==> src/common/ufw_map.svh <==
// How it works
// - two watchdogs, own count register each
// - count is 14 bits, top two reserved
// - counter decrements on each 12 MHz tick
// - count resets to 0x2ee0
// - expiry sets timeout flag, enable raises interrupt
// - timeout enable and flag in interrupt registers
// - otg control serves first port, overrides pulls
// - bit 13 drives vbus pull-up
// - bit 12 powers down otg receiver
// - bit 11 drives vbus charge pump
// - bit 10 drives vbus discharge pull-down
// - bits 9, 8 drive data-line pull-ups
// - bits 7, 6 drive data-line pull-downs
// - status bit 2 shows vbus level
// - status bit 1 shows id pin
// - status bit 0 shows vbus valid
// - 3-bit timeout count, cleared by marker, tracked only with timeout enable on
// - frame register bit 15 flags timeout only while timeout enable is on
// - id interrupt on both edges, port one
`ifndef UFW_MAP_SVH
`define UFW_MAP_SVH

// ****************************************
// register byte addresses
// ****************************************
`define UFW_OFS_WDOG1 16'hc094
`define UFW_OFS_OTG 16'hc098
`define UFW_OFS_WDOG2 16'hc0b4
`define UFW_OFS_IEN1 16'hc080
`define UFW_OFS_STAT1 16'hc084
`define UFW_OFS_FRM1 16'hc088
`define UFW_OFS_IEN2 16'hc0a0
`define UFW_OFS_STAT2 16'hc0a4
`define UFW_OFS_FRM2 16'hc0a8

// ****************************************
// reset values and timing
// ****************************************
`define UFW_WDOG_RESET 14'h2ee0
`define UFW_CLK_MHZ 40
`define UFW_TICK_MHZ 12

// ****************************************
// field positions
// ****************************************
`define UFW_OTG_VBUS_PU 13
`define UFW_OTG_RX_PD 12
`define UFW_OTG_CPUMP 11
`define UFW_OTG_VBUS_DIS 10
`define UFW_OTG_DP_PU 9
`define UFW_OTG_DM_PU 8
`define UFW_OTG_DP_PD 7
`define UFW_OTG_DM_PD 6
`define UFW_OTG_VBUS_LVL 2
`define UFW_OTG_ID 1
`define UFW_OTG_VVALID 0
`define UFW_INT_TO 10
`define UFW_INT_ID 14
`define UFW_FRM_FLAG 15
`define UFW_FRM_TOCNT 12

`endif

==> src/common/ufw_pkg.sv <==
package ufw_pkg;
	typedef logic [13:0] ufw_cnt_t;
	typedef logic [10:0] ufw_frame_t;
	typedef enum logic [1:0] {
		UFW_IDLE = 2'b00,
		UFW_REPLY = 2'b01
	} ufw_apb_st_t;
endpackage

==> src/rtl/ufw_frame_watchdog.sv <==
`timescale 1ns/100ps
`include "ufw_map.svh"
module ufw_frame_watchdog (
	// clock and reset
	input wire logic clock,
	input wire logic rst,
	// timebase and frame marker
	input wire logic tick,
	input wire logic marker,
	// software load
	input wire logic load,
	input wire ufw_pkg::ufw_cnt_t loadVal,
	// state
	output ufw_pkg::ufw_cnt_t count,
	output logic expire
);
	import ufw_pkg::*;

	ufw_cnt_t interval;

	always_ff @(posedge clock) begin
		if (rst) begin
			interval <= `UFW_WDOG_RESET;
			count <= `UFW_WDOG_RESET;
			expire <= 1'b0;
		end else begin
			expire <= 1'b0;
			if (load) begin
				interval <= loadVal;
				count <= loadVal;
			end else if (marker) begin
				count <= interval;
			end else if (tick) begin
				if (count == 14'h0000) begin
					expire <= 1'b1;
					count <= interval;
				end else begin
					count <= count - 14'h0001;
				end
			end
		end
	end
endmodule

==> src/rtl/ufw_sync.sv <==
`timescale 1ns/100ps
module ufw_sync #(
	parameter int WIDTH = 3
) (
	// clock and reset
	input wire logic clock,
	input wire logic rst,
	// pins in, filtered levels out
	input wire logic [WIDTH-1:0] pinIn,
	output logic [WIDTH-1:0] level
);
	logic [WIDTH-1:0] s1;
	logic [WIDTH-1:0] s2;
	logic [WIDTH-1:0] s3;
	logic [WIDTH-1:0] agree;

	assign agree = ~(s2 ^ s3);

	always_ff @(posedge clock) begin
		if (rst) begin
			s1 <= '0;
			s2 <= '0;
			s3 <= '0;
			level <= '0;
		end else begin
			s1 <= pinIn;
			s2 <= s1;
			s3 <= s2;
			// a change counts only once two stages agree
			level <= (agree & s3) | (~agree & level);
		end
	end
endmodule

==> src/rtl/ufw_top.sv <==
// Design decision made here: the APB interface to the registers.
`timescale 1ns/100ps
`include "ufw_map.svh"
module ufw_top (
	// clock and reset
	input wire logic clock,
	input wire logic rst,
	// apb slave
	input wire logic psel,
	input wire logic penable,
	input wire logic pwrite,
	input wire logic [15:0] paddr,
	input wire logic [31:0] pwdata,
	output logic [31:0] prdata,
	output logic pready,
	output logic pslverr,
	// usb core, device one
	input wire logic sofEop1,
	input wire ufw_pkg::ufw_frame_t frameNum1,
	// usb core, device two
	input wire logic sofEop2,
	input wire ufw_pkg::ufw_frame_t frameNum2,
	// otg pins in
	input wire logic vbusPin,
	input wire logic idPin,
	input wire logic vbusValidIn,
	// interrupt lines
	output logic irqDev1,
	output logic irqDev2,
	// otg analog controls
	output logic vbusPullUp,
	output logic rxPowerDown,
	output logic chargePump,
	output logic vbusDischarge,
	output logic dpPullUp,
	output logic dmPullUp,
	output logic dpPullDown,
	output logic dmPullDown
);
	import ufw_pkg::*;

	// ****************************************
	// helpers
	// ****************************************
	function automatic logic [2:0] ufw_sat_inc(input logic [2:0] v);
		return (v == 3'h7) ? v : v + 3'h1;
	endfunction

	function automatic logic [15:0] ufw_frm_word(
		input logic flag,
		input logic [2:0] cnt,
		input ufw_frame_t frm
	);
		logic [15:0] w;
		w = 16'h0000;
		w[`UFW_FRM_FLAG] = flag;
		w[`UFW_FRM_TOCNT +: 3] = cnt;
		w[10:0] = frm;
		return w;
	endfunction

	// ****************************************
	// 12 mhz timebase
	// ****************************************
	// fractional accumulator: no 12 mhz clock, so ticks
	// jitter by one system cycle but average exactly
	localparam logic [5:0] TICK_STEP = 6'(`UFW_TICK_MHZ);
	localparam logic [5:0] TICK_MOD = 6'(`UFW_CLK_MHZ);

	logic [5:0] tickAcc;
	logic [5:0] next_tickAcc;
	logic tick;

	always_comb begin
		next_tickAcc = tickAcc + TICK_STEP;
		if (next_tickAcc >= TICK_MOD) begin
			next_tickAcc = next_tickAcc - TICK_MOD;
		end
	end

	always_ff @(posedge clock) begin
		if (rst) begin
			tickAcc <= 6'h00;
			tick <= 1'b0;
		end else begin
			tickAcc <= next_tickAcc;
			tick <= (tickAcc + TICK_STEP) >= TICK_MOD;
		end
	end

	// ****************************************
	// apb handshake
	// ****************************************
	// one wait state: pready is a flop so the
	// answer never depends on a combinational path
	ufw_apb_st_t apbState;
	logic access;
	logic done;
	logic wr;
	logic hit;
	logic [15:0] next_rdata;

	assign access = psel && penable;
	assign done = access && pready;
	assign wr = done && pwrite;

	always_ff @(posedge clock) begin
		if (rst) begin
			apbState <= UFW_IDLE;
			pready <= 1'b0;
			pslverr <= 1'b0;
			prdata <= 32'h0000_0000;
		end else begin
			case (apbState)
				UFW_IDLE: begin
					if (access) begin
						apbState <= UFW_REPLY;
						pready <= 1'b1;
						pslverr <= !hit;
						prdata <= {16'h0000, next_rdata};
					end
				end
				UFW_REPLY: begin
					apbState <= UFW_IDLE;
					pready <= 1'b0;
					pslverr <= 1'b0;
				end
				default: begin
					apbState <= UFW_IDLE;
					pready <= 1'b0;
					pslverr <= 1'b0;
				end
			endcase
		end
	end

	// ****************************************
	// status pin synchronisers
	// ****************************************
	logic [2:0] pinLevel;
	logic vbusLevel;
	logic idLevel;
	logic vbusValid;

	ufw_sync #(
		.WIDTH(3)
	) pinSync (
		.clock(clock),
		.rst(rst),
		.pinIn({vbusPin, idPin, vbusValidIn}),
		.level(pinLevel)
	);

	assign vbusLevel = pinLevel[2];
	assign idLevel = pinLevel[1];
	assign vbusValid = pinLevel[0];

	// ****************************************
	// frame watchdogs
	// ****************************************
	logic [1:0] marker;
	logic [1:0] wdLoad;
	logic [1:0] expire;
	ufw_cnt_t wdCount [2];
	ufw_frame_t frameIn [2];

	assign marker = {sofEop2, sofEop1};
	assign frameIn[0] = frameNum1;
	assign frameIn[1] = frameNum2;
	assign wdLoad[0] = wr && paddr == `UFW_OFS_WDOG1;
	assign wdLoad[1] = wr && paddr == `UFW_OFS_WDOG2;

	for (genvar d = 0; d < 2; d++) begin : g_wd
		ufw_frame_watchdog wdog (
			.clock(clock),
			.rst(rst),
			.tick(tick),
			.marker(marker[d]),
			.load(wdLoad[d]),
			.loadVal(pwdata[13:0]),
			.count(wdCount[d]),
			.expire(expire[d])
		);
	end

	// ****************************************
	// interrupt enable and status
	// ****************************************
	logic [1:0] toEn;
	logic idEn;
	logic [1:0] toFlag;
	logic idFlag;
	logic idPrev;
	logic idEdge;
	logic [1:0] ienWr;
	logic [1:0] statWr;

	assign ienWr[0] = wr && paddr == `UFW_OFS_IEN1;
	assign ienWr[1] = wr && paddr == `UFW_OFS_IEN2;
	assign statWr[0] = wr && paddr == `UFW_OFS_STAT1;
	assign statWr[1] = wr && paddr == `UFW_OFS_STAT2;
	assign idEdge = idLevel ^ idPrev;

	always_ff @(posedge clock) begin
		if (rst) begin
			toEn <= 2'h0;
			idEn <= 1'b0;
		end else begin
			for (int d = 0; d < 2; d++) begin
				if (ienWr[d]) begin
					toEn[d] <= pwdata[`UFW_INT_TO];
				end
			end
			// id interrupt exists on the first port only
			if (ienWr[0]) begin
				idEn <= pwdata[`UFW_INT_ID];
			end
		end
	end

	// flags clear on writing one; a new event wins
	always_ff @(posedge clock) begin
		if (rst) begin
			toFlag <= 2'h0;
			idFlag <= 1'b0;
			idPrev <= 1'b0;
		end else begin
			idPrev <= idLevel;
			for (int d = 0; d < 2; d++) begin
				if (expire[d]) begin
					toFlag[d] <= 1'b1;
				end else if (statWr[d] && pwdata[`UFW_INT_TO]) begin
					toFlag[d] <= 1'b0;
				end
			end
			if (idEdge && idEn) begin
				idFlag <= 1'b1;
			end else if (statWr[0] && pwdata[`UFW_INT_ID]) begin
				idFlag <= 1'b0;
			end
		end
	end

	always_ff @(posedge clock) begin
		if (rst) begin
			irqDev1 <= 1'b0;
			irqDev2 <= 1'b0;
		end else begin
			irqDev1 <= (toFlag[0] && toEn[0]) || idFlag;
			irqDev2 <= toFlag[1] && toEn[1];
		end
	end

	// ****************************************
	// frame number registers
	// ****************************************
	logic [1:0] frmFlag;
	logic [2:0] toCnt [2];
	ufw_frame_t frameLast [2];

	always_ff @(posedge clock) begin
		if (rst) begin
			frmFlag <= 2'h0;
			for (int d = 0; d < 2; d++) begin
				toCnt[d] <= 3'h0;
				frameLast[d] <= 11'h000;
			end
		end else begin
			for (int d = 0; d < 2; d++) begin
				if (marker[d]) begin
					frameLast[d] <= frameIn[d];
				end
				// only tracked while the timeout enable is on
				if (toEn[d]) begin
					if (marker[d]) begin
						toCnt[d] <= 3'h0;
						frmFlag[d] <= 1'b0;
					end else if (expire[d]) begin
						toCnt[d] <= ufw_sat_inc(toCnt[d]);
						frmFlag[d] <= 1'b1;
					end
				end
			end
		end
	end

	// ****************************************
	// otg port control
	// ****************************************
	// these pins belong to the first port and take
	// precedence over the general port pull settings
	always_ff @(posedge clock) begin
		if (rst) begin
			vbusPullUp <= 1'b0;
			rxPowerDown <= 1'b0;
			chargePump <= 1'b0;
			vbusDischarge <= 1'b0;
			dpPullUp <= 1'b0;
			dmPullUp <= 1'b0;
			dpPullDown <= 1'b0;
			dmPullDown <= 1'b0;
		end else if (wr && paddr == `UFW_OFS_OTG) begin
			vbusPullUp <= pwdata[`UFW_OTG_VBUS_PU];
			rxPowerDown <= pwdata[`UFW_OTG_RX_PD];
			chargePump <= pwdata[`UFW_OTG_CPUMP];
			vbusDischarge <= pwdata[`UFW_OTG_VBUS_DIS];
			dpPullUp <= pwdata[`UFW_OTG_DP_PU];
			dmPullUp <= pwdata[`UFW_OTG_DM_PU];
			dpPullDown <= pwdata[`UFW_OTG_DP_PD];
			dmPullDown <= pwdata[`UFW_OTG_DM_PD];
		end
	end

	// ****************************************
	// read multiplexer
	// ****************************************
	always_comb begin
		next_rdata = 16'h0000;
		hit = 1'b1;
		case (paddr)
			`UFW_OFS_WDOG1: next_rdata[13:0] = wdCount[0];
			`UFW_OFS_WDOG2: next_rdata[13:0] = wdCount[1];
			`UFW_OFS_OTG: begin
				next_rdata[`UFW_OTG_VBUS_PU] = vbusPullUp;
				next_rdata[`UFW_OTG_RX_PD] = rxPowerDown;
				next_rdata[`UFW_OTG_CPUMP] = chargePump;
				next_rdata[`UFW_OTG_VBUS_DIS] = vbusDischarge;
				next_rdata[`UFW_OTG_DP_PU] = dpPullUp;
				next_rdata[`UFW_OTG_DM_PU] = dmPullUp;
				next_rdata[`UFW_OTG_DP_PD] = dpPullDown;
				next_rdata[`UFW_OTG_DM_PD] = dmPullDown;
				next_rdata[`UFW_OTG_VBUS_LVL] = vbusLevel;
				next_rdata[`UFW_OTG_ID] = idLevel;
				next_rdata[`UFW_OTG_VVALID] = vbusValid;
			end
			`UFW_OFS_IEN1: begin
				next_rdata[`UFW_INT_TO] = toEn[0];
				next_rdata[`UFW_INT_ID] = idEn;
			end
			`UFW_OFS_IEN2: next_rdata[`UFW_INT_TO] = toEn[1];
			`UFW_OFS_STAT1: begin
				next_rdata[`UFW_INT_TO] = toFlag[0];
				next_rdata[`UFW_INT_ID] = idFlag;
			end
			`UFW_OFS_STAT2: next_rdata[`UFW_INT_TO] = toFlag[1];
			`UFW_OFS_FRM1: begin
				next_rdata = ufw_frm_word(frmFlag[0], toCnt[0],
					frameLast[0]);
			end
			`UFW_OFS_FRM2: begin
				next_rdata = ufw_frm_word(frmFlag[1], toCnt[1],
					frameLast[1]);
			end
			default: hit = 1'b0;
		endcase
	end
endmodule
==> config.mk <==
export PLATFORM = sky130hd
export DESIGN_NAME = ufw_top
export DESIGN_NICKNAME = d
export VERILOG_FILES = /design/src/common/ufw_pkg.sv /design/src/rtl/ufw_frame_watchdog.sv /design/src/rtl/ufw_sync.sv /design/src/rtl/ufw_top.sv
export VERILOG_INCLUDE_DIRS = /design/src /design/src/common
export SDC_FILE = /design/constraint.sdc
export NUM_CORES = 1
export LEC_CHECK = 0
export ABC_AREA = 1
export BUFFER_PORTS_ARGS = -buffer_cell sky130_fd_sc_hd__buf_4
export CORE_UTILIZATION = 50
export CTS_CLUSTER_DIAMETER = 120
export DETAILED_ROUTE_END_ITERATION = 6
export PLACE_DENSITY = 0.72
export SYNTH_ARGS = -nofsm -noshare
export SYNTH_HDL_FRONTEND = slang
export SYNTH_SLANG_ARGS = --single-unit
export TNS_END_PERCENT = 5
==> constraint.sdc <==
create_clock -name clock -period 3.8 [get_ports clock]
set_clock_uncertainty 0.15 [all_clocks]
set_input_delay 0.57 -clock clock [delete_from_list [all_inputs] [get_ports clock]]
set_output_delay 0.57 -clock clock [all_outputs]
set_load 0.01 [all_outputs]
==> results.py <==
metrics = {
    "timing": {
        "setup_repair_after_global_routing_missed_its_margin": "false",
        "ratio_of_final_minimum_period_to_clock_period_pct": 64.6,
        "drv_slew": 0,
        "report.final.hold_viol_count": 0,
        "period_minus_slack_ps": 2450,
        "final.setup.tns_ps": 0,
        "setup_viol": 0,
        "tightestPinTransition_ps": 930,
        "max_clock_freq_mhz": 408,
        "timing.max_slew.rel_slack_pct": 38.0,
    },
    "synth": {
        "synth-edff-count": 28,
        "postSynth.topFlopCell": "sky130_fd_sc_hd__dfxtp_1",
        "synth_simple_gate_area_share_pct": 31.0,
        "yosys-mux-area-fraction_pct": 0,
        "syn-cell-area_um2": 7380,
        "synth_top_family_by_area": "simple AND/OR/NAND/NOR gates",
        "yosys.area_share.xor_xnor_pct": 1.90,
        "synthArstFlopShare_pct": 0,
        "synth.yosys.seq_area_share_pct": 41.8,
        "synth_compound_area_share_pct": 11.2,
        "synth-warning-count": 0,
        "ys_ff_latch": 140,
        "syn_area_per_cell_um2": 7.24,
        "netlist-cell-type-count": 45,
        "post_synth_fa_ha_maj_area_fraction_pct": 1.53,
        "netlist_instances": 1019,
    },
    "place": {
        "placed_cells_incl_taps": 1265,
        "dpl.hpwl_um": 13500,
        "io_buffer_count": 90,
        "globalplace.congestion": 0.933,
    },
    "floorplan": {
        "initial_core_util_pct": 50.9,
        "fp.dieArea_um2": 15200,
        "fp.dieW_um": 123,
        "rows": 44,
        "die_y_um": 123,
        "design.core.area_um2": 14500,
        "ioPinCount": 124,
    },
    "setup_path": {
        "slowest_stage": "sky130_fd_sc_hd__a21oi_1",
        "worstPathArrival_ps": 2590,
        "worst_setup_path_start_kind": "register",
        "critical_path_peak_fanout": 11,
        "reg2reg_launch_point": "g_wd[1].wdog.count[0]$_SDFFE_PP0P_",
        "path_common_cell": "sky130_fd_sc_hd__nand3_1",
        "timing.setup.critical_path_class": "register to register",
        "worst_path_max_stage_delay_ps": 750,
        "cp-startpoint": "g_wd[1].wdog.count[0]$_SDFFE_PP0P_",
        "worst-endpoint-required_ps": 3940,
        "timing.critical_path.cells": "inv_1 -> ha_1 -> nand3_1 -> nor2_2 -> a21oi_1 -> nand3_1 -> nand3_1 -> nand2_1 -> nand2_1 -> nand3_1",
        "nature_of_the_critical_path_endpoint": "register",
    },
    "clocking": {
        "cts_setup_buffers": 0,
        "cts_repair_resize_count": 0,
        "cts.reportedPaths.clkPinSlew_ps": 60,
        "insertion_delay_ps": 430,
        "postCtsHoldBufs": 0,
        "max-clock-path-buffers": 2,
        "total_number_of_h_tree_levels": 4,
        "clock_tree_from_tritoncts": "done",
        "cts_num_sinks": 140,
        "clock_tree_root": "sky130_fd_sc_hd__clkbuf_16",
        "cts_inserted_buffers": 17,
    },
    "route": {
        "drt_pre_antenna_iters": 6,
        "number_of_vias_per_cell": 5.13,
        "drcViolationCount": 0,
        "drt.antenna.violating_nets": 0,
        "total_length_of_routed_wires_um": 19000,
        "wire_per_inst_um": 14.7,
        "initialDrtViolationCount": 577,
        "number_of_vias_in_the_routed_layout": 6659,
    },
    "finish": {
        "post_route_cells_drive_above_1_share_pct": 17.0,
        "areaGrowthSynthToFinish_pct": 16.6,
        "most-common-layout-cells": "sky130_fd_sc_hd__nand2_1 (235), sky130_fd_sc_hd__inv_1 (135), sky130_fd_sc_hd__nor2_1 (118)",
        "antenna_diode_count": 0,
        "instances_no_fill": 1297,
        "final_net_count": 1189,
        "layout.cells.most_common": "sky130_fd_sc_hd__nand2_1",
    },
    "grt": {
        "grt_antenna_before_repair": 0,
        "overflow": 0,
        "grt_max_degree": 56,
        "grt_first_pass_wirelength_um": 29800,
        "number_of_global_route_vias_before_repair": 5951,
        "gr-usage-all-layers_pct": 26.0,
    },
    "run_status": {
        "outcome": "complete, no violations",
    },
    "min_path": {
        "min-delay-start": "vbusValidIn",
        "worst_hold_path_type": "primary input to register",
    },
    "power": {
        "leakage_nw": 4.17,
        "power-per-cell-area_nw_per_um2": 445,
        "peakVddDrop_v": 0.000307,
    },
    "job": {
        "maxCapViolCount": 0,
    },
}
==> cell families (layout without fill, tap and decap cells) <==
| family | after synthesis | after routing |
|---|---|---|
| and+or+nand+nor | 505 | 505 |
| buffers and inverters | 200 | 279 |
| AOI/OAI and AO/OA | 148 | 148 |
| DFF | 140 | 140 |
| xor gates and xnor gates | 16 | 16 |
| adders and majority gates | 9 | 9 |
| other | 1 | 16 |
==> cells in the mapped netlist, types with 3 or more instances <==
library cell               number  share of area (%)
sky130_fd_sc_hd__nand2_1      235                 12
sky130_fd_sc_hd__inv_1        136                6.9
sky130_fd_sc_hd__nor2_1       118                6.0
sky130_fd_sc_hd__dfxtp_1      112                 30
sky130_fd_sc_hd__nand3_1       85                5.8
sky130_fd_sc_hd__o21ai_0       61                4.1
sky130_fd_sc_hd__a21oi_1       49                3.3
sky130_fd_sc_hd__edfxtp_1      28                 11
sky130_fd_sc_hd__buf_4         23                2.3
sky130_fd_sc_hd__inv_2         13               0.66
sky130_fd_sc_hd__xor2_1        13                1.5
sky130_fd_sc_hd__o211ai_1      12                1.2
sky130_fd_sc_hd__nor3_1        11               0.75
sky130_fd_sc_hd__clkbuf_1       9               0.46
sky130_fd_sc_hd__ha_1           9                1.5
sky130_fd_sc_hd__nand4_1        9               0.76
sky130_fd_sc_hd__nor2_2         9               0.76
sky130_fd_sc_hd__o21ai_1        9               0.61
sky130_fd_sc_hd__nor2_4         8                1.2
sky130_fd_sc_hd__buf_6          7                1.1
sky130_fd_sc_hd__nand2_2        6               0.51
sky130_fd_sc_hd__a211oi_1       5               0.51
sky130_fd_sc_hd__nand2_4        5               0.76
sky130_fd_sc_hd__nand3_2        5               0.68
sky130_fd_sc_hd__or2_2          5               0.42
sky130_fd_sc_hd__buf_2          4               0.27
sky130_fd_sc_hd__o22ai_1        4               0.34
sky130_fd_sc_hd__buf_1          3               0.15
sky130_fd_sc_hd__nor4_1         3               0.25
sky130_fd_sc_hd__o21a_1         3               0.31
sky130_fd_sc_hd__xnor2_1        3               0.36
==> state kept, by name (all words and copies together), names as in the netlist, 3 cells and up, named ones only <==
name,count
toCnt,6
frameLast,22
g_wd.wdog.count,28
pinSync.s2,3
pinSync.s1,3
prdata,16
g_wd.wdog.interval,28
pinSync.s3,3
tickAcc,4
==> worst max-delay path: cells and delay by family (launching register included) <==
family / cells / cell delay, ps
AOI/OAI and AO/OA: 1 / 750
adders and majority gates: 1 / 250
buffers and inverters: 1 / 90
DFF: 1 / 320
and+or+nand+nor: 7 / 760
==> metal layers <==
layer	vias to the layer above	global-route usage [%]	wire length, µm
li1	3379	-	-
met1	3010	35.4	8970
met2	229	40.0	8330
met3	41	5.12	1150
met4	0	11.1	583
met5	-	0	0
==> final cells by class <==
type                    count  area [µm²]
fillers                  1348        5880
well taps                 184         230
flip-flops and latches    140        3080
clock buffers              19         464
repair buffers             96         721
inverters                 151         573
clock inverters            13         104
multi-input cells         694        3420
==> through the flow <==
stage          hold WS (ps)  setup WS, ps  power, mW  util [%]  cell area, µm²
6_report                188          1350       3.83      59.4            8600
5_1_grt                 205          1210       3.99      59.4            8600
4_1_cts                 184          1410       3.84      59.4            8600
3_5_place_dp            249          1100       2.26      55.5            8030
3_3_place_gp            239          1120       2.24      55.5            8030
2_1_floorplan           238          1890       2.10         -            7430
==> worst paths after layout <==
kind	endpoint	slack [ps]	depth (start not counted)
worst max-delay path	g_wd[1].wdog.count[6]$_SDFFE_PP1P_	1350	10
worst min-delay path	pinSync.s1[0]$_SDFF_PP0_	190	3
worst max register to register	g_wd[1].wdog.count[6]$_SDFFE_PP1P_	1350	10
worst min register to register	pinSync.s2[0]$_SDFF_PP0_	250	2
==> power by group <==
part / switching, mW / internal, mW / total (mW)
combinational: 0.341 / 0.211 / 0.552
sequential: 0.0724 / 1.61 / 1.68
clock: 0.690 / 0.903 / 1.59
total: 1.10 / 2.72 / 3.83
(Power assumes the default switching activity.)
